### config.mk
export PLATFORM = sky130hd
export DESIGN_NAME = ddl_dll_ctrl
export DESIGN_NICKNAME = d
export VERILOG_FILES = /design/src/rtl/ddl_pkg.sv /design/src/rtl/ddl_dll_ctrl.sv /design/src/rtl/ddl_gray_counter.sv /design/src/rtl/ddl_phase_detect.sv
export SDC_FILE = /design/constraint.sdc
export NUM_CORES = 1
export LEC_CHECK = 0
export BUFFER_PORTS_ARGS = -buffer_cell sky130_fd_sc_hd__buf_2
export CAP_MARGIN = 5
export CORE_MARGIN = 1
export CORE_UTILIZATION = 56
export DETAILED_ROUTE_END_ITERATION = 8
export PLACE_DENSITY = 0.85
export SYNTH_ARGS = -nofsm -noshare
export SYNTH_HDL_FRONTEND = slang
export SYNTH_SLANG_ARGS = --single-unit
export TNS_END_PERCENT = 5
### constraint.sdc
create_clock -name clk -period 4.9 [get_ports clk]
set_clock_uncertainty 0.2 [all_clocks]
set_input_delay 1.225 -clock clk [delete_from_list [all_inputs] [get_ports clk]]
set_output_delay 1.225 -clock clk [all_outputs]
set_load 0.02 [all_outputs]
### src/rtl/ddl_pkg.sv
// Purpose: shared constants, types and decode functions for the strobe
//          delay-locked loop controller
// Assumes: one clock, the selected reference clock, drives all logic
// Notes:   the analog delay chain and phase sampler sit outside this logic
package ddl_pkg;

  localparam int          DLY_W         = 6;
  localparam logic [5:0]  DLY_RST       = 6'h00;
  localparam logic [5:0]  DLY_MAX_FULL  = 6'h3F;
  localparam logic [5:0]  DLY_MAX_HALF  = 6'h1F;
  localparam logic [2:0]  MODE_HALF_LO  = 3'h4;
  localparam logic [10:0] LOCK_CYC_LJ   = 11'h500;
  localparam logic [10:0] LOCK_CYC_STD  = 11'h100;
  localparam logic [3:0]  UPD_DIV       = 4'h8;
  localparam logic [2:0]  MULT_MAX      = 3'h4;

  typedef enum logic [2:0] {
    ST_RESET   = 3'b001,
    ST_LOCKING = 3'b010,
    ST_LOCKED  = 3'b100
  } ddl_state_t;

  typedef struct packed {
    logic [2:0] mode;
    logic       low_jitter;
    logic       ref_from_pin;
    logic       ioe_resync_used;
    logic       qdr_mode;
    logic       phase_zero;
    logic [1:0] phase_mult;
    logic       offset_en;
    logic       offset_sub;
    logic [5:0] offset_mag;
  } ddl_cfg_t;

  typedef struct packed {
    logic [5:0] dly;
    logic       offset_en;
    logic       offset_sub;
    logic [5:0] offset_mag;
    logic [2:0] chain_steps;
    logic       bypass;
    logic       dq_clk_en;
    logic       cqn_neg_en;
  } ddl_strobe_t;

  typedef struct packed {
    logic [5:0] dly;
    logic       locked;
    logic       resync_en;
  } ddl_core_t;

  function automatic logic [4:0] ddl_chain_elems(input logic [2:0] m);
    logic [4:0] r;
    r = 5'h10;
    case (m)
      3'h0: r = 5'h10;
      3'h1: r = 5'h0C;
      3'h2: r = 5'h0A;
      3'h3: r = 5'h08;
      3'h4: r = 5'h0C;
      3'h5: r = 5'h0A;
      3'h6: r = 5'h08;
      default: r = 5'h06;
    endcase
    return r;
  endfunction

  // step in tenths of a degree
  function automatic logic [11:0] ddl_step_tenths(input logic [2:0] m);
    logic [11:0] r;
    r = 12'h0E1;
    case (m)
      3'h0: r = 12'h0E1;
      3'h1: r = 12'h12C;
      3'h2: r = 12'h168;
      3'h3: r = 12'h1C2;
      3'h4: r = 12'h12C;
      3'h5: r = 12'h168;
      3'h6: r = 12'h1C2;
      default: r = 12'h258;
    endcase
    return r;
  endfunction

  function automatic logic ddl_half_mode(input logic [2:0] m);
    return m >= MODE_HALF_LO;
  endfunction

endpackage
### src/rtl/ddl_dll_ctrl.sv
// Purpose: delay-locked loop controller producing the strobe delay setting
// Assumes: clk is the selected reference clock; cfg is static core logic
// Notes:   mode and jitter choice are taken while the loop is in reset
`timescale 1ns/1ns
module ddl_dll_ctrl
  import ddl_pkg::*;
(
  input  wire logic        clk,
  input  wire logic        rst_n,
  input  wire logic        core_loop_rst,
  input  wire logic        pin_loop_rst,
  input  wire logic        chain_lead,
  input  wire ddl_cfg_t    cfg,
  output logic      [4:0]  chain_elems,
  output logic             ref_pin_sel,
  output logic      [11:0] phase_tenths,
  output logic      [5:0]  lvl_dly,
  output ddl_strobe_t      strobe,
  output ddl_core_t        core
);

  typedef struct packed {
    ddl_state_t  st;
    logic        pin_s1;
    logic        pin_s2;
    logic [10:0] lock_cnt;
    logic [2:0]  mode;
    logic        low_jitter;
    logic [4:0]  chain_elems;
    logic        ref_pin_sel;
    logic [11:0] phase_tenths;
    logic [5:0]  lvl_dly;
    ddl_strobe_t strobe;
    ddl_core_t   core;
  } ddl_top_state_t;

  ddl_top_state_t s_q;
  ddl_top_state_t s_d;

  logic        loop_rst;
  logic        cnt_clear;
  logic        upd;
  logic        up;
  logic [5:0]  dly_gray;
  logic [10:0] lock_target;
  logic [2:0]  mult;

  // loop reset from core logic or synchronised pin
  assign loop_rst  = core_loop_rst | s_q.pin_s2;
  assign cnt_clear = loop_rst | (s_q.st == ST_RESET);

  ddl_phase_detect u_pd (
    .clk        (clk),
    .rst_n      (rst_n),
    .clear      (cnt_clear),
    .chain_lead (chain_lead),
    .upd        (upd),
    .up         (up)
  );

  ddl_gray_counter u_cnt (
    .clk   (clk),
    .rst_n (rst_n),
    .clear (cnt_clear),
    .step  (upd),
    .up    (up),
    .half  (ddl_half_mode(s_q.mode)),
    .gray  (dly_gray)
  );

  always_comb begin
    s_d        = s_q;
    s_d.pin_s1 = pin_loop_rst;
    s_d.pin_s2 = s_q.pin_s1;
    lock_target = s_q.low_jitter ? LOCK_CYC_LJ : LOCK_CYC_STD;
    mult = {1'b0, cfg.phase_mult} + 3'h1;

    case (s_q.st)
      ST_RESET: begin
        s_d.mode       = cfg.mode;
        s_d.low_jitter = cfg.low_jitter;
        s_d.lock_cnt   = 11'h000;
        if (!loop_rst) begin
          s_d.st = ST_LOCKING;
        end
      end
      ST_LOCKING: begin
        s_d.lock_cnt = s_q.lock_cnt + 11'h001;
        if (s_q.lock_cnt == lock_target - 11'h001) begin
          s_d.st = ST_LOCKED;
        end
      end
      ST_LOCKED: begin
        s_d.st = ST_LOCKED;
      end
      default: begin
        s_d.st = ST_RESET;
      end
    endcase
    if (loop_rst) begin
      s_d.st       = ST_RESET;
      s_d.lock_cnt = 11'h000;
    end

    // chain length follows the active mode
    s_d.chain_elems = ddl_chain_elems(s_q.mode);
    s_d.ref_pin_sel = cfg.ref_from_pin;

    if (cfg.phase_zero) begin
      s_d.phase_tenths = 12'h000;
    end else begin
      s_d.phase_tenths = 12'(ddl_step_tenths(s_q.mode) * mult);
    end

    // one setting, three destinations
    s_d.core.dly   = dly_gray;
    s_d.lvl_dly    = dly_gray;
    s_d.strobe.dly = dly_gray;
    s_d.core.locked    = (s_d.st == ST_LOCKED);
    s_d.core.resync_en = !cfg.ioe_resync_used;

    // offset reaches strobe blocks only
    s_d.strobe.offset_en  = cfg.offset_en;
    s_d.strobe.offset_sub = cfg.offset_en & cfg.offset_sub;
    s_d.strobe.offset_mag = cfg.offset_en ? cfg.offset_mag : 6'h00;

    s_d.strobe.bypass      = cfg.phase_zero;
    s_d.strobe.chain_steps = cfg.phase_zero ? 3'h0 : mult;
    s_d.strobe.dq_clk_en   = 1'b1;
    s_d.strobe.cqn_neg_en  = cfg.qdr_mode;
  end

  always_ff @(posedge clk) begin
    if (!rst_n) begin
      s_q      <= '0;
      s_q.st   <= ST_RESET;
    end else begin
      s_q <= s_d;
    end
  end

  assign chain_elems  = s_q.chain_elems;
  assign ref_pin_sel  = s_q.ref_pin_sel;
  assign phase_tenths = s_q.phase_tenths;
  assign lvl_dly      = s_q.lvl_dly;
  assign strobe       = s_q.strobe;
  assign core         = s_q.core;

endmodule

### src/rtl/ddl_gray_counter.sv
// Purpose: saturating up/down counter with gray-coded registered output
// Assumes: step is a one-cycle pulse, clear held during loop reset
// Notes:   half limits the count to five bits
`timescale 1ns/1ns
module ddl_gray_counter
  import ddl_pkg::*;
(
  input  wire logic             clk,
  input  wire logic             rst_n,
  input  wire logic             clear,
  input  wire logic             step,
  input  wire logic             up,
  input  wire logic             half,
  output logic      [DLY_W-1:0] gray
);

  typedef struct packed {
    logic [DLY_W-1:0] bin;
    logic [DLY_W-1:0] gray;
  } ddl_gc_state_t;

  ddl_gc_state_t s_q;
  ddl_gc_state_t s_d;
  logic [DLY_W-1:0] lim;

  always_comb begin
    s_d = s_q;
    lim = half ? DLY_MAX_HALF : DLY_MAX_FULL;
    if (clear) begin
      s_d.bin = DLY_RST;
    end else if (step) begin
      if (up && s_q.bin < lim) begin
        s_d.bin = s_q.bin + 6'h01;
      end else if (!up && s_q.bin != 6'h00) begin
        s_d.bin = s_q.bin - 6'h01;
      end
    end
    if (s_d.bin > lim) begin
      s_d.bin = lim;
    end
    s_d.gray = s_d.bin ^ (s_d.bin >> 1);
  end

  always_ff @(posedge clk) begin
    if (!rst_n) begin
      s_q <= '0;
    end else begin
      s_q <= s_d;
    end
  end

  assign gray = s_q.gray;

endmodule

### src/rtl/ddl_phase_detect.sv
// Purpose: sample the chain-versus-reference phase flag and pace updates
// Assumes: chain_lead comes from the analog sampler, asynchronous
// Notes:   upd pulses once every UPD_DIV cycles
`timescale 1ns/1ns
module ddl_phase_detect
  import ddl_pkg::*;
(
  input  wire logic clk,
  input  wire logic rst_n,
  input  wire logic clear,
  input  wire logic chain_lead,
  output logic      upd,
  output logic      up
);

  typedef struct packed {
    logic       s1;
    logic       s2;
    logic [3:0] div;
    logic       upd;
    logic       up;
  } ddl_pd_state_t;

  ddl_pd_state_t s_q;
  ddl_pd_state_t s_d;

  always_comb begin
    s_d     = s_q;
    s_d.s1  = chain_lead;
    s_d.s2  = s_q.s1;
    s_d.upd = 1'b0;
    if (clear) begin
      s_d.div = 4'h0;
    end else if (s_q.div == UPD_DIV - 4'h1) begin
      s_d.div = 4'h0;
      s_d.upd = 1'b1;
      // chain output early: lengthen the delay
      s_d.up  = s_q.s2;
    end else begin
      s_d.div = s_q.div + 4'h1;
    end
  end

  always_ff @(posedge clk) begin
    if (!rst_n) begin
      s_q <= '0;
    end else begin
      s_q <= s_d;
    end
  end

  assign upd = s_q.upd;
  assign up  = s_q.up;

endmodule

# Word level (Yosys, flattened, before mapping)
# Index checks and enable logic that the tools add are counted.
# Widths: inputs -> output; s select.
[word_totals]
wordCells = 86
reg_bits = 80
[classes]
n_mux = 16
bitwise = 6
n_lt_le_gt_ge = 3
addsub = 6
eq_ne = 12
n_reduce_logical = 16
mul = 1
[ops]
columns = ["cell", "count"]
rows = [
  ["$pmux 10 s4", 1],
  ["$mux 6", 6],
  ["$pmux 11 s2", 1],
  ["$pmux 5 s4", 1],
  ["$eq 3x3->1 const B", 5],
  ["$mul 12x3->12", 1],
  ["$mux 12", 1],
  ["$reduce_or 2->1", 6],
  ["$add 11x1->11 const B", 1],
  ["$eq 11x11->1", 1],
  ["$mux 11", 1],
  ["$sub 11x1->11 const B", 1],
  ["$mux 10", 1],
  ["$eq 3x2->1 const B", 3],
  ["$pmux 3 s3", 1],
  ["$add 6x1->6 const B", 1],
  ["$eq 3x1->1 const B", 2],
  ["$gt 6x6->1", 1],
  ["$lt 6x6->1", 1],
  ["$mux 3", 2],
  ["$reduce_bool 6->1", 1],
  ["$sub 6x1->6 const B", 1],
  ["$xor 6x5->6", 1],
  ["$add 4x1->4 const B", 1],
  ["13 further kinds", 18],
]

# Longest topological paths before layout
# Gate-level depths: netlist (run 1).
[logic_depth]
depth_word = 10
mapped_depth = 14
depth_no_buf = 13

# Hierarchy
# From an unflattened synthesis (run 1), not the netlist that was laid out.
[hier_totals]
cells_unflattened = 512
area_unflattened_um2 = 4474.3
[modules_own_cells]
columns = ["module", "n_inst", "area_each_um2", "cells_per_inst"]
rows = [
  ["ddl_dll_ctrl", 1, 3321.9, 389],
  ["ddl_gray_counter", 1, 853.3, 97],
  ["ddl_phase_detect", 1, 299.0, 26],
]

# Least setup slack after synthesis (run 1)
# Ideal clock, no wire load.
[synth_path]
path_type = "in2reg"
start = "input cfg[8] (netlist bit)"
end = "register s_q (netlist bit phase_tenths[10])"
t_arrival_ns = 4.109
cell_stages = 13
setup_slack_ns = 0.474
path_buffers = 1
required_time_ns = 4.583
path_cell_list = "ha_1 clkbuf_1 inv_1 nor3_1 fa_1 ha_1 fa_1 a21o_1 a21oi_1 o21bai_1 a2111oi_0 or4_1 nand2_1"
[synth_between]
elab_chain_cells = 2
[synth_lines]
columns = ["element", "line", "source"]
rows = [
  ["from (decl)", "ddl_dll_ctrl.sv:13", "input wire ddl_cfg_t cfg,"],
  ["$add 2x1->3", "ddl_dll_ctrl.sv:76", "mult = {1'b0, cfg.phase_mult} + 3'h1;"],
  ["$mul 12x3->12", "ddl_dll_ctrl.sv:112", "s_d.phase_tenths = 12'(ddl_step_tenths(s_q.mode) * mult);"],
  ["to (decl)", "ddl_dll_ctrl.sv:37", "ddl_top_state_t s_q;"],
]
# Every way passes these cells.
# A chain may end at the register's enable or synchronous reset.

# Worst setup path after layout (run 1)
[layout_path]
start = "input cfg[8] (netlist bit)"
end = "register s_q (netlist bit phase_tenths[10])"
[layout_between]
elab_chain_cells = 2
[layout_lines]
columns = ["element", "line", "source"]
rows = [
  ["$add 2x1->3", "ddl_dll_ctrl.sv:76", ""],
  ["via mult[1]", "ddl_dll_ctrl.sv:46", "logic [2:0] mult;"],
  ["$mul 12x3->12", "ddl_dll_ctrl.sv:112", ""],
]
# The timed path passes the listed nets, and every way through them passes these cells.

==> results of run 1 <==
[how the worst max path moves through the flow]
stage                start          endpoint  slack [ps]  cells past startpoint
CTS                 cfg[8]  phase_tenths[10]         580                     12
finish              cfg[8]  phase_tenths[10]         550                     12
global route        cfg[8]  phase_tenths[10]         270                     12
global placement    cfg[8]  phase_tenths[10]         280                     12
detailed placement  cfg[8]  phase_tenths[10]         190                     12
floorplan           cfg[8]  phase_tenths[10]         470                     13
[placed cells by master (no fill, tap or decap), drive strengths merged, types with 12 or more instances in the layout]
cell type | synthesis | layout
dfxtp | 78 | 78
ha | 17 | 17
and2 | 25 | 25
nand2 | 35 | 35
a21oi | 21 | 21
buf | 56 | 74
nor2 | 33 | 33
o21ai | 15 | 15
nand3 | 12 | 12
inv | 23 | 26
and3 | 13 | 13
[layer usage]
| layer | part of all wire, % | up-vias |
|---|---|---|
| met1 | 44 | 1482 |
| met4 | 1.8 | 0 |
| met5 | 0 | - |
| met3 | 4.0 | 11 |
| met2 | 51 | 66 |
| li1 | - | 1594 |
[kinds of logic after synthesis]
| family | Yosys count |
|---|---|
| buffers and inverters | 95 |
| multiplexers | 10 |
| XOR/XNOR | 13 |
| adder cells (fa/ha/maj) | 26 |
| other | 1 |
| AO/OA/AOI/OAI | 79 |
| flip-flops | 78 |
| AND/OR/NAND/NOR | 175 |
[sequential cells by signal, summed over array words and instances, names as in the netlist]
name / cells
phase_tenths: 12
s_d: 1
chain_elems: 4
core: 8
s_q: 19
u_pd.up: 1
u_cnt.gray: 5
u_pd.s_d: 1
strobe: 14
u_cnt.s_q: 6
ref_pin_sel: 1
u_pd.s_q: 5
u_pd.upd: 1
[through the flow]
stage / setup WS (ps) / area (um2) / std cells / utilization [%]
after floorplan: 473.9 / 4192 / 477 / -
after global placement: 284.5 / 4215 / 578 / 58.12
after global routing: 265.2 / 4404 / 594 / 60.72
after CTS: 577.0 / 4404 / 594 / 60.72
final: 552.5 / 4404 / 594 / 60.72
after detailed placement: 194.1 / 4215 / 578 / 58.12
[power by group through the flow]
| stage | clock, W | sequential [W] | combinational [W] |
|---|---|---|---|
| floorplan | 0 | 0.000678 | 0.000191 |
| global placement | 0 | 0.000684 | 0.000216 |
| detailed placement | 0 | 0.000684 | 0.000220 |
| CTS | 0.000466 | 0.000669 | 0.000221 |
| global route | 0.000496 | 0.000673 | 0.000250 |
| finish | 0.000454 | 0.000669 | 0.000219 |
[final cells by class]
class                      count  share of cell area [%]
tap                           99                   2.813
clock inverter                 7                   1.477
sequential                    78                   35.45
multi-input combinational    304                   47.02
timing repair buffer          74                   8.466
clock buffer                   9                   2.813
inverter                      23                   1.960
[worst reg2reg max path: cells and delay by family, from the launching register on]
| kind | cells | cell delay, ps |
|---|---|---|
| compound gates | 4 | 1010 |
| fa+ha+maj | 3 | 1070 |
| simple gates | 4 | 580 |
| xor+xnor | 1 | 360 |
| flops | 1 | 590 |
==> metrics.cfg, run 1 <==
[worst_setup_path]
critPathBufInv = 1
crit_path_max_incr_delay_ps = 500
arrival_ps = 4400
path_class = primary input to register
slowest_stage = a2111oi_0
cp.required_ps = 4950
critPathLaunchType = primary input
reg2reg_setup_slack_ps = 970
rr_endpoint = phase_tenths[10]
crit_path_end_kind = register
critPathMaxFanout = 11
reg2regPathDepth = 12
rr_startpoint = s_q[53]
crit_chain = buf_2, ha_1, and3_1, fa_1, ha_1, fa_1, a21o_1, a21oi_1, o21bai_1, a2111oi_0, or4_1, nand2_1
cpLargestDelayFamily = adder cells

[global_route]
track_usage_pct = 20.45
gr-usage-met2_pct = 36.50
grt_max_degree = 45
grt_pass1_vias = 2934
antenna_found_initial = 0
grt_use_met1_pct = 23.43
use_met3_pct = 4.291
gr-total-overflow = 0
grt-busiest-layer = met2
grt_pass1_wl_mm = 12.46

[detailed_routing]
totalWireLength_mm = 7.476
drtIter0Drc = 114
avgViaCountPerCell = 5.308
wire_per_inst_um = 12.59
dr.pass1.iters = 4
drc = 0
via_count = 3153
antenna_left = 0

[synth]
ys_types = 54
ys.flop_type = dfxtp_1
yosys_warnings = 0
ys_seq_area_share_pct = 37.25
synth_area_leaders = dfxtp_1, buf_4, ha_1
synthArstFlopShare_pct = 0
yosysTopAreaCell = dfxtp_1
synth_fa_ha_area_share_pct = 9.373
synth_area_per_cell_um2 = 8.787
synth_top_family_by_area = simple AND/OR/NAND/NOR gates
synth_seq_cells = 78
syn_nets = 526
synth.cells.most_frequent = dfxtp_1, buf_4, nand2_1
synth-xor-area-share_pct = 2.716
synth.most_common_cell = dfxtp_1
yosys.area_share.simple_pct = 22.09
synth_edf_count = 0
syn_area_mm2 = 0.004192
synth_compound_area_share_pct = 12.69
synthCells = 477
muxShareOfSynthArea_pct = 2.448
synth_top_cell_area_share_pct = 37.25

[clock_tree]
cts_buffer_depth = 2
cts_setup_buffers = 0
cts_root_buffer = clkbuf_8
cts-buffers-inserted = 9
postCtsHoldBufs = 0
clk_latency_ps = 350
clock_sinks = 78
path_clk_slew_ps = 80
post_cts.resized_instances = 0
cts_tree = yes
cts_max_level = 3

[sta]
min_period_ps = 4348
setup_tns_ps = 0
finalSetupViolations = 0
max-slew-margin-rel_pct = 23.87
whs_ps = 240.1
drv_slew = 0
rsz0062_at_grt = no
max_freq_mhz = 230.0
hold_viol_final = 0
worst_slew_pin_slew_ps = 1133
post-route-period-util_pct = 88.72

[floorplan]
die_h_um = 88.52
die_area_mm2 = 0.007835
core.rowCount = 31
ios = 75
start_util_pct = 57.79
core-area_mm2 = 0.007253
die_x_um = 88.52

[layout]
drive_gt1_share_pct = 20.40
ff_latch_area_mm2 = 0.001562
multi_input_area_mm2 = 0.002071
finalNetCount = 539
area_growth_pct = 5.075
antenna_cells = 0
nFillCells = 650

[placement]
routabilityCongestion = 0.8933
post-dp-hpwl_mm = 5.608
port_buffers = 73

[hold_path]
min_to = s_q[67]
min_path_type = register to register
min-delay-start = s_d[67]
whs_path_depth = 1

[power]
internal_power_w = 0.0009346
p_seq_share_pct = 49.9
p_total_w = 0.001342
power_leakage_nw = 2.000
p_per_area_mw_per_mm2 = 304.7
power.clock.fraction_pct = 33.8
combPwrFrac_pct = 16.3
ir_drop_v = 0.0001557
p_sw_w = 0.0004075
swShare_pct = 30.36

[job]
drv_cap = 0

[run_status]
outcome = finished, final reports clean

Note: power is estimated with default switching activity, not from simulation.
==> inputs of run 2 (changes only) <==
--- a/config.mk
+++ b/config.mk
@@ -5,12 +5,13 @@
 export SDC_FILE = /design/constraint.sdc
 export NUM_CORES = 1
 export LEC_CHECK = 0
+export ABC_CLOCK_PERIOD_IN_PS = 4900
 export BUFFER_PORTS_ARGS = -buffer_cell sky130_fd_sc_hd__buf_2
 export CAP_MARGIN = 5
 export CORE_MARGIN = 1
 export CORE_UTILIZATION = 56
 export DETAILED_ROUTE_END_ITERATION = 8
-export PLACE_DENSITY = 0.85
+export PLACE_DENSITY_LB_ADDON = 0.05
 export SYNTH_ARGS = -nofsm -noshare
 export SYNTH_HDL_FRONTEND = slang
 export SYNTH_SLANG_ARGS = --single-unit
==> run 2 against run 1 <==
Fmax down 0.88%. Total power up 0.68%. Critical path depth unchanged. Non-clock buffer count up 1. Design area is 0.17% higher.
==> metrics.cfg, run 2 (synthesized netlist as in run 1, its figures left out) <==
[detailed_routing]
via_count = 3087  ; was 3,153
avgViaCountPerCell = 5.188  ; was 5.308
totalWireLength_mm = 7.455  ; was 7.476 mm
drtIter0Drc = 94  ; was 114
m1WireLength_mm = 3.458  ; was 3.259 mm
dr.max_layer_used = met4  ; unchanged
antenna_left = 0  ; unchanged
dr.pass1.iters = 4  ; unchanged
wire_per_inst_um = 12.53  ; was 12.59 um
wl_met3_um = 371  ; was 297 um
drc = 0  ; unchanged
wl_met2_mm = 3.529  ; was 3.785 mm

[clock_tree]
cts-buffers-inserted = 9  ; unchanged
clock_sinks = 78  ; unchanged
cts_max_level = 3  ; unchanged
cts_buffer_depth = 2  ; unchanged
post_cts.resized_instances = 0  ; unchanged
cts_tree = yes  ; unchanged
path_clk_slew_ps = 90  ; was 80 ps
postCtsHoldBufs = 0  ; unchanged
clk_latency_ps = 360  ; was 350 ps
cts_setup_buffers = 0  ; unchanged
cts_root_buffer = clkbuf_8  ; unchanged

[worst_setup_path]
cp-startpoint = cfg[8]  ; unchanged
setup.worst_path.end = phase_tenths[10]  ; unchanged
rr_endpoint = phase_tenths[10]  ; unchanged
crit_path_end_kind = register  ; unchanged
path_class = primary input to register  ; unchanged
reg2regPathDepth = 12  ; unchanged
critPathMaxFanout = 11  ; unchanged
arrival_ps = 4440  ; was 4400 ps
critPathLaunchType = primary input  ; unchanged
rr_startpoint = s_q[53]  ; unchanged
reg2reg_setup_slack_ps = 890  ; was 970 ps
cp.required_ps = 4960  ; was 4950 ps

[run_status]
outcome = finished, final reports clean  ; unchanged

[layout]
final_cells = 595  ; was 594
largest_reg_flops = 19  ; unchanged
final_cell_mix = dfxtp_1, buf_2, nand2_1, nor2_1, and2_1  ; unchanged
finalInstanceArea_mm2 = 0.004412  ; was 0.004404 mm2
nFillCells = 689  ; was 650
area_growth_pct = 5.254  ; was 5.075%
utilization_pct = 60.82  ; was 60.72%
layout_commonest_cell = dfxtp_1  ; unchanged
antenna_cells = 0  ; unchanged
finalNetCount = 540  ; was 539
largest_register = s_q  ; unchanged
drive_gt1_share_pct = 20.56  ; was 20.40%

[floorplan]
core.rowCount = 31  ; unchanged
start_util_pct = 57.79  ; unchanged
die_x_um = 88.52  ; unchanged
core-area_mm2 = 0.007253  ; unchanged
ios = 75  ; unchanged
die_h_um = 88.52  ; unchanged
die_area_mm2 = 0.007835  ; unchanged

[power]
ir_drop_v = 0.0001859  ; was 0.0001557 V
power_leakage_nw = 2.005  ; was 2.000 nW
p_per_area_mw_per_mm2 = 306.3  ; was 304.7 mW/mm2

[global_route]
gr-total-overflow = 0  ; unchanged
track_usage_pct = 20.51  ; was 20.45%
antenna_found_initial = 0  ; unchanged
grt_pass1_wl_mm = 12.25  ; was 12.46 mm
grt_pass1_vias = 2748  ; was 2,934
grt_max_degree = 45  ; unchanged

[sta]
rsz0062_at_grt = no  ; unchanged
setup_tns_ps = 0  ; unchanged
post-route-period-util_pct = 89.52  ; was 88.72%
min_period_ps = 4386  ; was 4348 ps
max-slew-margin-rel_pct = 59.89  ; was 23.87%
worst_slew_pin_slew_ps = 601.6  ; was 1133 ps
drv_slew = 0  ; unchanged
hold_viol_final = 0  ; unchanged
finalSetupViolations = 0  ; unchanged
max_freq_mhz = 228.0  ; was 230.0 MHz

[hold_path]
min_path_type = register to register  ; unchanged

[placement]
placed_cell_area_mm2 = 0.004223  ; was 0.004215 mm2
dp_cells = 579  ; was 578
port_buffers = 73  ; unchanged
post-dp-hpwl_mm = 5.388  ; was 5.608 mm
routabilityCongestion = 0.8438  ; was 0.8933

[job]
drv_cap = 0  ; unchanged

-- run 2: cell types whose count changed in the layout (fill, tap and decap cells not counted) --
cell,previous run,this run
buf_4,1,2
-- run 2: cell type report --
cell class | count | area (um2) | share of cell area, %
repair buffers | 75 | 380.4 | 8.622
flip-flops and latches | 78 | 1562 | 35.39
clock buffers | 9 | 123.9 | 2.808
inverters | 23 | 86.33 | 1.957
multi-input cells | 304 | 2071 | 46.94
clock inverters | 7 | 65.06 | 1.475
well taps | 99 | 123.9 | 2.808
-- run 2: metrics by stage --
| stage | power (W) | setup slack (ps) | hold WS, ps |
|---|---|---|---|
| finish | 0.001351 | 513.7 | 229.8 |
| global placement | 0.0009035 | 276.2 | 214.9 |
| CTS | 0.001367 | 579.9 | 236.3 |
| global route | 0.001429 | 334.5 | 253.6 |
| floorplan | 0.0008685 | 473.9 | 211.9 |
| detailed placement | 0.0009043 | 192.8 | 218.4 |
-- run 2: worst max-delay path, cell delays in order --
cell and delay (ps):
buf_2 160, ha_1 430, and3_1 230, fa_1 460
ha_1 240, fa_1 400, a21o_1 190, a21oi_1 210
o21bai_1 110, a2111oi_0 550, or4_1 190, nand2_1 40
-- run 2: how the worst min path moves through the flow --
stage,cells after the start,startpoint,endpoint,slack (ps)
2_1_floorplan,1,u_cnt.gray[0],core[2],210
3_3_place_gp,1,u_cnt.gray[2],core[4],210
5_1_grt,1,s_d[67],s_q[67],250
3_5_place_dp,1,u_cnt.gray[2],core[4],220
4_1_cts,1,u_cnt.gray[4],core[6],240
6_report,1,u_cnt.gray[4],core[6],230
-- run 2: layer usage --
layer,vias up,global-route usage [%]
li1,1588,-
met1,1420,25.71
met2,72,33.50
met3,7,5.597
met4,0,8.211
met5,-,0
-- run 2: where the power goes --
group / switching, W / internal (W)
clock: 0.000268 / 0.000193
sequential: 0.0000133 / 0.000656
combinational: 0.000135 / 0.0000856
==> inputs of run 3 (changes only) <==
--- a/config.mk
+++ b/config.mk
@@ -6,12 +6,13 @@
 export NUM_CORES = 1
 export LEC_CHECK = 0
 export ABC_CLOCK_PERIOD_IN_PS = 4900
-export BUFFER_PORTS_ARGS = -buffer_cell sky130_fd_sc_hd__buf_2
+export BUFFER_PORTS_ARGS = -buffer_cell sky130_fd_sc_hd__buf_4
 export CAP_MARGIN = 5
 export CORE_MARGIN = 1
 export CORE_UTILIZATION = 56
 export DETAILED_ROUTE_END_ITERATION = 8
 export PLACE_DENSITY_LB_ADDON = 0.05
+export RECOVER_POWER = 50
 export SYNTH_ARGS = -nofsm -noshare
 export SYNTH_HDL_FRONTEND = slang
 export SYNTH_SLANG_ARGS = --single-unit
==> run 3 against run 2 <==
Design area grew 2.0%. Sequential power is essentially flat. Critical path type unchanged. Highest routed layer unchanged. Total power grew 3.1%. Cell count shrank 0.17%. Non-clock buffer count shrank 1. Flip-flop and latch count is the same. Fmax grew 0.94%. Count of clock-buffer cells in the layout is the same. Hold slack gained 5.2 ps.
==> metrics.cfg, run 3 (synthesized netlist as in run 1, its figures left out) <==
[worst_setup_path]
path_class = primary input to register  ; unchanged
reg2regPathDepth = 12  ; unchanged
cp.required_ps = 4950  ; was 4960 ps
critPathMaxFanout = 11  ; unchanged
reg2reg_setup_slack_ps = 930  ; was 890 ps
arrival_ps = 4390  ; was 4440 ps
critPathLaunchType = primary input  ; unchanged
rr_startpoint = s_q[55]  ; was s_q[53]
crit_path_end_kind = register  ; unchanged
rr_endpoint = phase_tenths[10]  ; unchanged

[hold_path]
min_to = core[3]  ; was core[6]
whs_path_depth = 1  ; unchanged
min_path_type = register to register  ; unchanged
min-delay-start = u_cnt.gray[1]  ; was u_cnt.gray[4]

[sta]
worst_slew_pin_slew_ps = 1485  ; was 601.6 ps
min_period_ps = 4346  ; was 4386 ps
max_freq_mhz = 230.1  ; was 228.0 MHz
whs_ps = 235.0  ; was 229.8 ps
max-slew-margin-rel_pct = 1.024  ; was 59.89%
setup_tns_ps = 0  ; unchanged
drv_slew = 0  ; unchanged
post-route-period-util_pct = 88.69  ; was 89.52%
finalSetupViolations = 0  ; unchanged
hold_viol_final = 0  ; unchanged
rsz0062_at_grt = no  ; unchanged

[clock_tree]
clock_sinks = 78  ; unchanged
cts_root_buffer = clkbuf_8  ; unchanged
cts_tree = yes  ; unchanged
cts_max_level = 3  ; unchanged
postCtsHoldBufs = 0  ; unchanged
cts_buffer_depth = 2  ; unchanged
post_cts.resized_instances = 0  ; unchanged
cts_setup_buffers = 0  ; unchanged
clk_latency_ps = 350  ; was 360 ps
path_clk_slew_ps = 90  ; about the same
cts-buffers-inserted = 9  ; unchanged

[power]
p_sw_w = 0.0004061  ; was 0.0004164 W
combPwrFrac_pct = 16.0  ; was 16.3%
internal_power_w = 0.0009864  ; was 0.0009348 W
p_per_area_mw_per_mm2 = 309.3  ; was 306.3 mW/mm2
ir_drop_v = 0.0001587  ; was 0.0001859 V
p_total_w = 0.001392  ; was 0.001351 W
power.clock.fraction_pct = 35.8  ; was 34.2%
power_leakage_nw = 1.913  ; was 2.005 nW
swShare_pct = 29.16  ; was 30.82%
p_seq_share_pct = 48.2  ; was 49.5%

[layout]
finalNetCount = 539  ; was 540
largest_reg_flops = 19  ; unchanged
antenna_cells = 0  ; unchanged
finalInstanceArea_mm2 = 0.004502  ; was 0.004412 mm2
final_cells = 594  ; was 595
final_cell_mix = dfxtp_1, buf_4, nand2_1, nor2_1, clkbuf_1  ; was dfxtp_1, buf_2, nand2_1, nor2_1, and2_1
layout_commonest_cell = dfxtp_1  ; unchanged
area_growth_pct = 7.403  ; was 5.254%
drive_gt1_share_pct = 14.95  ; was 20.56%
largest_register = s_q  ; unchanged

[placement]
port_buffers = 73  ; unchanged
routabilityCongestion = 0.8394  ; was 0.8438
dp_cells = 578  ; was 579
post-dp-hpwl_mm = 5.508  ; was 5.388 mm
placed_cell_area_mm2 = 0.004398  ; was 0.004223 mm2

[floorplan]
core.rowCount = 31  ; unchanged
core-area_mm2 = 0.007253  ; unchanged
die_x_um = 88.52  ; unchanged
die_h_um = 88.52  ; unchanged
die_area_mm2 = 0.007835  ; unchanged
ios = 75  ; unchanged
start_util_pct = 57.79  ; unchanged

[job]
drv_cap = 0  ; unchanged

[detailed_routing]
wl_met2_mm = 3.608  ; was 3.529 mm
totalWireLength_mm = 7.585  ; was 7.455 mm
antenna_left = 0  ; unchanged
wire_per_inst_um = 12.77  ; was 12.53 um
via_count = 3062  ; was 3,087
drtIter0Drc = 91  ; was 94
m1WireLength_mm = 3.569  ; was 3.458 mm
wl_met3_um = 338  ; was 371 um
avgViaCountPerCell = 5.155  ; was 5.188
dr.pass1.iters = 4  ; unchanged
dr.max_layer_used = met4  ; unchanged
drc = 0  ; unchanged

[global_route]
grt_max_degree = 45  ; unchanged
grt_pass1_vias = 2777  ; was 2,748
track_usage_pct = 20.61  ; was 20.51%
gr-total-overflow = 0  ; unchanged
grt_pass1_wl_mm = 12.54  ; was 12.25 mm
antenna_found_initial = 0  ; unchanged

[run_status]
outcome = finished, final reports clean  ; unchanged

run 3: cell count changes in the layout (fill, tap and decap cells not counted):
cell and change:
buf_2 -73, buf_4 +45, clkbuf_1 +27, and2_0 +8, and2_1 -8, bufinv_16 +1, clkinv_8 -1, inv_6 -1
inv_8 +1
run 3: worst max-delay path by stage:
stage,start,end,slack [ps],depth (start not counted)
6_report,cfg[8],phase_tenths[10],550,12
3_5_place_dp,cfg[8],phase_tenths[10],200,12
5_1_grt,cfg[8],phase_tenths[10],360,12
4_1_cts,cfg[8],phase_tenths[10],570,12
2_1_floorplan,cfg[8],phase_tenths[10],470,13
3_3_place_gp,cfg[8],phase_tenths[10],280,12
run 3: per-stage QoR:
step / utilization [%] / worst slack, ps
global route: 62.07 / 360.9
global placement: 60.63 / 275.9
finish: 62.07 / 554.4
detailed placement: 60.63 / 200.0
floorplan: - / 473.9
CTS: 63.46 / 574.6
run 3: cell type report:
class	count	area [um2]
Inverter	23	86.33
Timing Repair Buffer	74	454.2
Tap cell	99	123.9
Fill cell	689	2751
Sequential cell	78	1562
Clock buffer	9	123.9
Clock inverter	7	81.33
Multi-Input combinational cell	304	2071
run 3: metal layers:
| metal | vias to the layer above | track usage [%] |
|---|---|---|
| met3 | 5 | 6.063 |
| met2 | 55 | 35.17 |
| met1 | 1415 | 25.67 |
| li1 | 1587 | - |
| met5 | - | 0 |
| met4 | 0 | 4.839 |
run 3: worst max-delay path, stage by stage:
cell and delay (ps):
buf_4 150, ha_1 470, and3_1 240, fa_1 420
ha_1 240, fa_1 400, a21o_1 190, a21oi_1 220
o21bai_1 120, a2111oi_0 490, or4_1 180, nand2_1 40
run 3: power by group through the flow:
stage | sequential [W] | clock, W | combinational, W
after CTS | 0.000671 | 0.000514 | 0.000236
after detailed placement | 0.000686 | 0 | 0.000234
after floorplan | 0.000678 | 0 | 0.000191
after global routing | 0.000674 | 0.000540 | 0.000253
after global placement | 0.000686 | 0 | 0.000234
final | 0.000671 | 0.000499 | 0.000223
